File: src/verilog/unused_placeholder_none.sv
// Intentionally empty design unit list
`timescale 1ns/1ns
`default_nettype none
`default_nettype wire
File: src/verilog/pop_pkg.sv
// Constants for the pack overcurrent protection block
package pop_pkg;
  localparam int          CLK_HZ      = 50_000_000;
  localparam int          TICK_US     = 1;
  localparam int          TICK_CYC    = CLK_HZ / 1_000_000 * TICK_US;
  localparam logic [7:0]  ADDR_DSET   = 8'h05;
  localparam logic [7:0]  ADDR_CSET   = 8'h06;
  localparam logic [7:0]  ADDR_FEAT   = 8'h07;
  localparam logic [7:0]  ADDR_CTRL   = 8'h09;
  localparam logic [7:0]  ADDR_STAT   = 8'h0a;
  localparam logic [7:0]  REG_RST     = 8'h00;
  // Control register fields
  localparam int          CT_CHG      = 0;
  localparam int          CT_DIS      = 1;
  localparam int          CT_LDMON    = 2;
  localparam int          CT_SLEEP    = 3;
  localparam int          CT_DIS0     = 4;
  // Status register fields, fault order coc, doc, dsc
  localparam int          ST_LOAD     = 3;
  // Discharge set fields
  localparam int          DS_DOCDLY   = 4;
  localparam int          DS_SCDLY    = 7;
  // Charge set fields, discharge delay shift and feature wake polarity bit
  localparam int          CS_DISCHARGE_DELAY_SCALE    = 2;
  localparam int          CS_CHARGE_DELAY_SCALE    = 3;
  localparam int          DISCHARGE_DELAY_SCALE_SHIFT = 6;
  localparam int          FEAT_WAKE_EDGE_POLARITY  = 0;
  // Charge timeout base figures in microseconds
  localparam int          OCC_BASE_US = 80_000;
  localparam int          OCC_FAST_US = 2_500;
  localparam int          NFLT        = 3;
  localparam int          DW          = 24;
  typedef enum logic [2:0] {
    PS_OFF   = 3'b001,
    PS_AWAKE = 3'b010,
    PS_SLEEP = 3'b100
  } pop_pwr_t;
endpackage

File: src/verilog/pop_top.sv
// Pack protection core: power state, fault timing, drives, registers
//
// The implementer's own choices: the strobed register port and the register addresses.
`timescale 1ns/1ns
`default_nettype none
module pop_top
  import pop_pkg::*;
#(
  parameter int DOC_BASE_US = 10_000, // Discharge delay step zero
  parameter int SC_DLY0_US  = 200,    // Short circuit delay zero
  parameter int SC_DLY1_US  = 400     // Short circuit delay one
) (
  input  wire logic       clk_sys,             // System clock
  input  wire logic       arst_n,              // Async reset
  input  wire logic       clk_en,              // Freezes state low
  input  wire logic [7:0] reg_addr,            // Register address
  input  wire logic [7:0] reg_wdata,           // Write data
  input  wire logic       reg_wr,              // Write strobe
  input  wire logic       reg_rd,              // Read strobe
  output logic      [7:0] reg_rdata,           // Read data
  input  wire logic       cell1_ok,            // Cell 1 above POR
  input  wire logic       cell2_ok,            // Cell 2 above POR
  input  wire logic       cell3_ok,            // Cell 3 above POR
  input  wire logic       vcc_ok,              // Main supply above POR
  input  wire logic       wake_pin,            // Wake pin level
  input  wire logic       coc_cmp,             // Charge OC comparator
  input  wire logic       doc_cmp,             // Discharge OC comp
  input  wire logic       dsc_cmp,             // Short circuit comp
  input  wire logic       load_sense_cmp,      // Load still present
  output logic      [1:0] doc_thr_sel,         // Discharge OC level
  output logic      [1:0] dsc_thr_sel,         // Short circuit level
  output logic      [1:0] coc_thr_sel,         // Charge OC level
  output logic            regulator_output,    // Regulator enable
  output logic            discharge_switch_drive, // Driven gate
  output logic            charge_switch_drive_o,  // Charge gate out
  output logic            charge_switch_drive_oe_n, // Low drives
  output logic            thermistor_supply_out,  // Fault flag interrupt
  output logic            load_sense_pulldown     // Pulls pin low
);
  // Synchroniser chains for pins
  localparam int NS = 8;
  logic [NS-1:0] pin_raw;
  logic [NS-1:0] sy1_q, sy1_d, sy2_q, sy2_d;
  logic          sup_ok, wake_s, load_s;
  logic [NFLT-1:0] cmp_s;
  logic          cell1_a_q, cell1_s;
  assign pin_raw = {load_sense_cmp, dsc_cmp, doc_cmp, coc_cmp,
                    wake_pin, vcc_ok, cell3_ok, cell2_ok};
  assign sup_ok = sy2_q[0] & sy2_q[1] & sy2_q[2] & cell1_s;

  // Two flip-flop capture of pins
  always_comb begin
    sy1_d = pin_raw;
    sy2_d = sy1_q;
  end
  always_ff @(posedge clk_sys or negedge arst_n) begin
    if (!arst_n) begin
      sy1_q     <= '0;
      sy2_q     <= '0;
      cell1_a_q <= 1'b0;
      cell1_s   <= 1'b0;
    end else if (clk_en) begin
      sy1_q     <= sy1_d;
      sy2_q     <= sy2_d;
      cell1_a_q <= cell1_ok;
      cell1_s   <= cell1_a_q;
    end
  end
  assign wake_s = sy2_q[3];
  assign cmp_s  = sy2_q[6:4] & 3'b111;
  assign load_s = sy2_q[7];

  // Microsecond tick prescaler
  logic [7:0] pre_q, pre_d;
  logic       tick;
  assign tick = (pre_q == 8'(TICK_CYC - 1));
  always_comb begin
    pre_d = tick ? 8'h00 : pre_q + 8'h01;
  end
  always_ff @(posedge clk_sys or negedge arst_n) begin
    if (!arst_n) pre_q <= 8'h00;
    else if (clk_en) pre_q <= pre_d;
  end

  // Registers and power state
  pop_pwr_t    pwr_q, pwr_d;
  logic [7:0]  dset_q, dset_d, cset_q, cset_d;
  logic [7:0]  feat_q, feat_d, ctrl_q, ctrl_d;
  logic [2:0]  flag_q, flag_d;
  logic [7:0]  rdata_d;
  logic        load_present_q, load_present_d;
  logic [NFLT-1:0] evt, trip;
  logic        any_trip, awake, wk_hit;
  logic        wr_dset, wr_cset, wr_feat, wr_ctrl, wr_stat;
  assign awake    = (pwr_q == PS_AWAKE);
  assign trip     = evt & ~ctrl_q[CT_DIS0 +: NFLT];
  assign any_trip = |trip;
  assign wk_hit   = feat_q[FEAT_WAKE_EDGE_POLARITY] ? wake_s : ~wake_s;
  assign wr_dset  = reg_wr && reg_addr == ADDR_DSET;
  assign wr_cset  = reg_wr && reg_addr == ADDR_CSET;
  assign wr_feat  = reg_wr && reg_addr == ADDR_FEAT;
  assign wr_ctrl  = reg_wr && reg_addr == ADDR_CTRL;
  assign wr_stat  = reg_wr && reg_addr == ADDR_STAT;

  // Next state for registers, flags and power
  always_comb begin
    pwr_d  = pwr_q;
    dset_d = wr_dset ? reg_wdata : dset_q;
    cset_d = wr_cset ? reg_wdata : cset_q;
    feat_d = wr_feat ? reg_wdata : feat_q;
    ctrl_d = wr_ctrl ? reg_wdata : ctrl_q;
    ctrl_d[CT_SLEEP] = 1'b0;
    flag_d = flag_q;
    if (wr_stat) flag_d = flag_q & ~reg_wdata[2:0];
    flag_d = flag_d | evt;
    if (any_trip) begin
      ctrl_d[CT_CHG] = 1'b0;
      ctrl_d[CT_DIS] = 1'b0;
    end
    unique case (pwr_q)
      PS_OFF: begin
        if (sup_ok) pwr_d = PS_AWAKE;
      end
      PS_AWAKE: begin
        if (!sup_ok) pwr_d = PS_OFF;
        else if (wr_ctrl && reg_wdata[CT_SLEEP]) pwr_d = PS_SLEEP;
      end
      PS_SLEEP: begin
        if (!sup_ok) pwr_d = PS_OFF;
        else if (wk_hit) pwr_d = PS_AWAKE;
      end
      default: pwr_d = PS_OFF;
    endcase
    if (pwr_q == PS_OFF) begin
      dset_d = REG_RST;
      cset_d = REG_RST;
      feat_d = REG_RST;
      ctrl_d = REG_RST;
      flag_d = 3'b000;
    end
    rdata_d = 8'h00;
    if (reg_rd) begin
      unique case (reg_addr)
        ADDR_DSET: rdata_d = dset_q;
        ADDR_CSET: rdata_d = cset_q;
        ADDR_FEAT: rdata_d = feat_q;
        ADDR_CTRL: rdata_d = ctrl_q;
        ADDR_STAT: rdata_d = {4'h0, load_present_q, flag_q};
        default:   rdata_d = 8'h00;
      endcase
    end
  end

  // Register stage
  always_ff @(posedge clk_sys or negedge arst_n) begin
    if (!arst_n) begin
      pwr_q     <= PS_OFF;
      dset_q    <= REG_RST;
      cset_q    <= REG_RST;
      feat_q    <= REG_RST;
      ctrl_q    <= REG_RST;
      flag_q    <= 3'b000;
      reg_rdata <= 8'h00;
    end else if (clk_en) begin
      pwr_q     <= pwr_d;
      dset_q    <= dset_d;
      cset_q    <= cset_d;
      feat_q    <= feat_d;
      ctrl_q    <= ctrl_d;
      flag_q    <= flag_d;
      reg_rdata <= rdata_d;
    end
  end

  // Delay selection in microseconds
  logic [DW-1:0] dly [NFLT];
  logic [DW-1:0] doc_full, occ_base;
  always_comb begin
    occ_base = cset_q[CS_CHARGE_DELAY_SCALE] ? DW'(OCC_FAST_US) : DW'(OCC_BASE_US);
    dly[0]   = occ_base << cset_q[1:0];
    doc_full = DW'(DOC_BASE_US) << dset_q[DS_DOCDLY +: 3];
    dly[1]   = cset_q[CS_DISCHARGE_DELAY_SCALE] ? doc_full >> DISCHARGE_DELAY_SCALE_SHIFT
                                : doc_full;
    dly[2]   = dset_q[DS_SCDLY] ? DW'(SC_DLY1_US)
                                : DW'(SC_DLY0_US);
  end

  // Per fault delay counters
  genvar gi;
  generate
    for (gi = 0; gi < NFLT; gi++) begin : g_flt
      logic [DW-1:0] cnt_q, cnt_d;
      logic          hit_q, hit_d;
      logic          ev_g;
      assign evt[gi] = ev_g;
      always_comb begin
        cnt_d   = cnt_q;
        hit_d   = hit_q;
        ev_g    = 1'b0;
        if (!cmp_s[gi] || !awake) begin
          cnt_d = '0;
          hit_d = 1'b0;
        end else if (tick && !hit_q) begin
          if (cnt_q >= dly[gi]) begin
            hit_d   = 1'b1;
            ev_g    = 1'b1;
          end else begin
            cnt_d = cnt_q + DW'(1);
          end
        end
      end
      always_ff @(posedge clk_sys or negedge arst_n) begin
        if (!arst_n) begin
          cnt_q <= '0;
          hit_q <= 1'b0;
        end else if (clk_en) begin
          cnt_q <= cnt_d;
          hit_q <= hit_d;
        end
      end
    end
  endgenerate

  // Load monitor flag
  always_comb begin
    load_present_d = ctrl_q[CT_LDMON] & load_s;
  end
  always_ff @(posedge clk_sys or negedge arst_n) begin
    if (!arst_n) load_present_q <= 1'b0;
    else if (clk_en) load_present_q <= load_present_d;
  end

  // Pin drives follow control bits, power state and fault flags
  assign doc_thr_sel = dset_q[1:0];
  assign dsc_thr_sel = dset_q[3:2];
  assign coc_thr_sel = cset_q[5:4];
  assign regulator_output = (pwr_q != PS_OFF) && (pwr_q != PS_SLEEP);
  assign discharge_switch_drive = awake & ctrl_q[CT_DIS];
  assign charge_switch_drive_o  = 1'b1;
  assign charge_switch_drive_oe_n =
    ~(awake & ctrl_q[CT_CHG]);
  assign thermistor_supply_out = |flag_q;
  assign load_sense_pulldown = ctrl_q[CT_LDMON];
endmodule
`default_nettype wire

File: config.mk
export PLATFORM = sky130hd
export DESIGN_NAME = pop_top
export DESIGN_NICKNAME = d
export VERILOG_FILES = /design/src/verilog/unused_placeholder_none.sv /design/src/verilog/pop_pkg.sv /design/src/verilog/pop_top.sv
export SDC_FILE = /design/constraint.sdc
export NUM_CORES = 1
export LEC_CHECK = 0
export BUFFER_PORTS_ARGS = -buffer_cell sky130_fd_sc_hd__buf_4
export CAP_MARGIN = 5
export CORE_MARGIN = 2
export CORE_UTILIZATION = 55
export CTS_BUF_LIST = sky130_fd_sc_hd__clkbuf_8
export DETAILED_ROUTE_END_ITERATION = 7
export PLACE_DENSITY = 0.76
export RECOVER_POWER = 25
export SLEW_MARGIN = 5
export SYNTH_ARGS = -nofsm -noshare
export SYNTH_HDL_FRONTEND = slang
export SYNTH_SLANG_ARGS = --single-unit
File: constraint.sdc
create_clock -name clk_sys -period 4.1 [get_ports clk_sys]
set_input_delay 0 -clock clk_sys [delete_from_list [all_inputs] [get_ports clk_sys]]
set_output_delay 0 -clock clk_sys [all_outputs]
set_load 0.1 [all_outputs]
==> flow_results.org <==
** Logic synthesis
- Number of warnings issued by yosys :: 0
- Fraction of the yosys area taken by sequential cells :: 43.23%
- Number of enable-type register cells in the synthesized netlist :: 0
- Number of register bits inferred by synthesis :: between 100 and 150
- Synthesis handed over a netlist of roughly 900 instances.
- Post-synthesis net count :: between 900 and 1000
- FFs w/ async S/R, synth :: between 90% and 100%
- For this run, the leading register cell type out of synthesis is sky130_fd_sc_hd__dfrtp_1.
- Number of unique standard cell types used by synthesis :: 66
- In this run the mean area of a mapped cell was approximately 9.5 sq um.
- Area of the mapped netlist :: 8512 sq um

** Setup path
- Category of the most critical setup path :: flip-flop to flip-flop
- The signal on the critical path passes through inv_1 > ha_1 > nand2b_1 > o21ai_0 > a21oi_1 > ha_1 > a21oi_1 > o21ai_0 > or3_1 > o211a_1 > o41a_1 > buf_4 > or4_1 > nand2_1.
- In this design, the largest share of critical-path delay is due to compound AO/OA/AOI/OAI gates.
- Crit path required time :: 4.49 ns
- Maximum single-stage delay on the critical path :: 0.50 ns
- The number of buffers and inverters on the critical path is 2.
- CP max-delay cell :: sky130_fd_sc_hd__or4_1
- Worst setup SP type :: flip-flop
- Data arrives at the worst endpoint at 4.17 ns.
- Of all nets on the critical path, the largest fanout is 18.
- The worst setup path is captured at a flip-flop.

** Die
- Die width :: roughly 130 um
- 50 I/O pins were placed.
- The floorplan step defined a die boundary enclosing 16490 sq um.
- The floorplan step set the die height to 128.4 um.
- Initial standard-cell utilization of the core :: 56.20%
- Area inside the core boundary :: 15150 sq um
- Row generation in the floorplan step produced 45 rows.

** Routing
- The detail route stage leaves a number of antenna-violating nets equal to 0.
- For this run, the detailed router's first-pass iteration total came to 6.
- Per-cell routed wire length :: about 18 um
- Number of DRC markers after the initial detailed-route iteration :: 616
- Dividing the detail-routed via count by the number of cells gives 6.101.
- The final layout contains routed wiring with a total length of 20450 um.
- Via count :: 7083
- In the routed design, unresolved DRC markers number 0.

** Run
- The tool flagged a number of max-cap violations equal to 1.

** Global routing
- Entering global routing, the biggest net connects 82 pins.
- The number of global-route vias before repair is 7033.
- Total routing resource utilization after global routing :: between 20% and 30%
- For this run the aggregate overflow at the end of global routing stands at 0.
- The first global-routing pass estimated 34180 um of wire.
- Number of antenna violations at the first check in global routing :: 0

** Place
- Detailed placement finished with a half-perimeter wire length of approximately 14000 um.
- The count of buffers added on input and output ports is 48.
- Once placement completed, the tool counted placed cells totaling 1110.
- Global placer's final weighted congestion :: 0.8731

** CTS
- After clock tree synthesis, the setup repair step added 0 buffers.
- Clock net sink count :: 147
- H-tree level count :: 4
- The number of clock buffers added by TritonCTS is 17.
- Clock-pin slew was measured on the worst setup and hold paths at roughly 0.080 ns.
- TritonCTS built the clock tree.
- Clock latency on the worst-skew pair :: 0.46 ns
- The root buffer cell chosen for the clock tree is sky130_fd_sc_hd__clkbuf_8.
- The clock passes through at most 2 buffers.

** STA
- Setup repair after global routing left no endpoint under its margin.
- For the pin with the worst max-slew slack, the measured transition is around 2.0 ns.
- The final count of hold timing violations is 0.
- Timing would allow up to 265.0 MHz.
- Worst clock skew :: 0.01117 ns
- Of the available clock period, the critical path in the final layout requires between 90% and 100%.
- Min Clock Period, post-route :: roughly 3.8 ns
- Final hold slack :: approximately 0.028 ns
- Setup violations remaining at the end of the flow were counted as 0.
- Relative slew slack :: -34.42%
- Adding up every negative setup slack in the final design gives 0 ns.
- The max-slew violation count was 82.

** Worst hold path
- In this run the worst hold path is classified as input port to flip-flop.

** Final layout
- Leaving out fill and tap cells, the most frequent cell in the layout is sky130_fd_sc_hd__dfrtp_1.
- After the flow finishes, the layout carries non-filler instances totaling around 1200.
- Leaving out fill and tap cells, the most frequent cells in the layout are 144 x sky130_fd_sc_hd__dfrtp_1, 94 x sky130_fd_sc_hd__nand2_1, 73 x sky130_fd_sc_hd__nor2_1.
- Total Nets Final :: 1047
- Compared with the post-synthesis result, the final layout area differs by 14.04%.
- The post-route netlist has 16.03% of its cells at a drive strength greater than 1.
- The filler cells instantiated in the layout total approximately 1300.
- Total inserted antenna cells :: 0
- For this run, the share of the core covered by cells in the final layout is 64.09%.

** Pwr
- The worst-case IR drop observed on VDD is 0.2912 mV.
- Power spread over the standard cell area amounts to 462.0 nW/um^2.
- Cell leakage power :: 4.400 nW

** Status
- Outcome :: complete, but fails checks
- The final reports fail on capacitance limit, slew limit.
## layout make-up
class                   count  area, sq um  area share [%]
repair buffers             85        685.7           7.064
well taps                 188        235.2           2.423
inverters                  40        150.1           1.547
multi-input cells         670         4498           46.34
flip-flops and latches    147         3682           37.94
clock inverters             9        152.6           1.573
clock buffers              22        302.8           3.119
## state kept, by name (all words and copies together) (netlist names), 8 cells and up
register / cells
cset_q: 8
dset_q: 8
feat_q: 8
g_flt.cnt_q: 72
pre_q: 8
reg_rdata: 8
sy1_q: 8
sy2_q: 8
## synth_stat cells (all sizes together), types with 13 or more instances
| master | count | share of area, % |
|---|---|---|
| xnor2 | 21 | 2.2 |
| and3 | 13 | 0.96 |
| o21ai | 49 | 2.9 |
| nand2 | 94 | 4.1 |
| nor2b | 27 | 2.0 |
| mux2 | 42 | 5.6 |
| nor4 | 20 | 1.6 |
| clkbuf | 31 | 1.4 |
| nand3 | 34 | 2.0 |
| ha | 56 | 8.2 |
| dfrtp | 146 | 43 |
| inv | 40 | 1.8 |
| a21oi | 45 | 2.6 |
| nand4 | 13 | 0.96 |
| nor2 | 73 | 3.2 |
| nor3 | 19 | 1.1 |
| and2 | 14 | 1.0 |
| a21o | 13 | 1.1 |
## routing by layer
layer	vias up	global-route usage (%)	routed length, um
met5	-	0	0
met4	0	10.21	406
met3	38	5.322	1126
met2	257	42.30	9876
met1	3430	34.85	9042
li1	3358	-	-
## path summary, 6_finish.rpt
kind	startpoint	endpoint	slack, ns	cells after the start
min in group asynchronous	arst_n	g_flt[0].cnt_q[2]$_DFFE_PN0P_	0.66	2
hold reg to reg	reg_rdata[5]$_DFFE_PN0P_	reg_rdata[5]$_DFFE_PN0P_	0.48	1
hold / removal	clk_en	pre_q[0]$_DFFE_PN0P_	0.03	3
setup / recovery	dset_q[4]$_DFFE_PN0P_	g_flt[1].cnt_q[3]$_DFFE_PN0P_	0.33	14
setup reg to reg	dset_q[4]$_DFFE_PN0P_	g_flt[1].cnt_q[3]$_DFFE_PN0P_	0.33	14
max in group asynchronous	arst_n	pwr_q[0]$_DFFE_PN1P_	2.01	3
## cell families (layout without fill, tap and decap cells)
logic type      Yosys count  in the layout  synth area share (%)
simple gates            351            351                 20.86
other cells               1              1               0.04406
flops                   147            147                 43.23
fa+ha+maj                56             56                 8.232
compound gates          184            184                 14.20
mux                      54             54                 6.968
buf+inv                  82            156                 3.998
xor+xnor                 24             24                 2.470
## power breakdown
part | internal, mW | leakage (nW) | switching, mW
logic | 0.534 | 2.18 | 0.877
registers | 1.60 | 1.99 | 0.190
clock network | 0.739 | 0.234 | 0.546
## timing repair
item | in CTS | in global routing
endpoints found under the hold margin | 121 | 0
setup endpoints to repair | 0 | 5
hold buffers | 20 | 0
resized for setup | 0 | 3
## worst reg2reg max path, stage by stage, from the launching register on
cell and delay [ns]:
sky130_fd_sc_hd__dfrtp_2 0.44, sky130_fd_sc_hd__inv_1 0.12, sky130_fd_sc_hd__ha_1 0.33, sky130_fd_sc_hd__nand2b_1 0.16, sky130_fd_sc_hd__o21ai_0 0.09, sky130_fd_sc_hd__a21oi_1 0.09
sky130_fd_sc_hd__ha_1 0.31, sky130_fd_sc_hd__a21oi_1 0.14, sky130_fd_sc_hd__o21ai_0 0.12, sky130_fd_sc_hd__or3_1 0.35, sky130_fd_sc_hd__o211a_1 0.27, sky130_fd_sc_hd__o41a_1 0.46
sky130_fd_sc_hd__buf_4 0.23, sky130_fd_sc_hd__or4_1 0.51, sky130_fd_sc_hd__nand2_1 0.09
## metrics by stage
| stage | worst slack, ns | cell area, sq um | power (mW) |
|---|---|---|---|
| after CTS | 0.2163 | 9704 | 4.492 |
| after detailed placement | 0.2825 | 9049 | 3.190 |
| after global placement | 0.4076 | 9049 | 3.158 |
| after global routing | 0.08948 | 9707 | 4.750 |
| final | 0.3271 | 9707 | 4.485 |
| after floorplan | 0.3039 | 8512 | 2.857 |
Note: power is estimated with default switching activity, not from simulation.
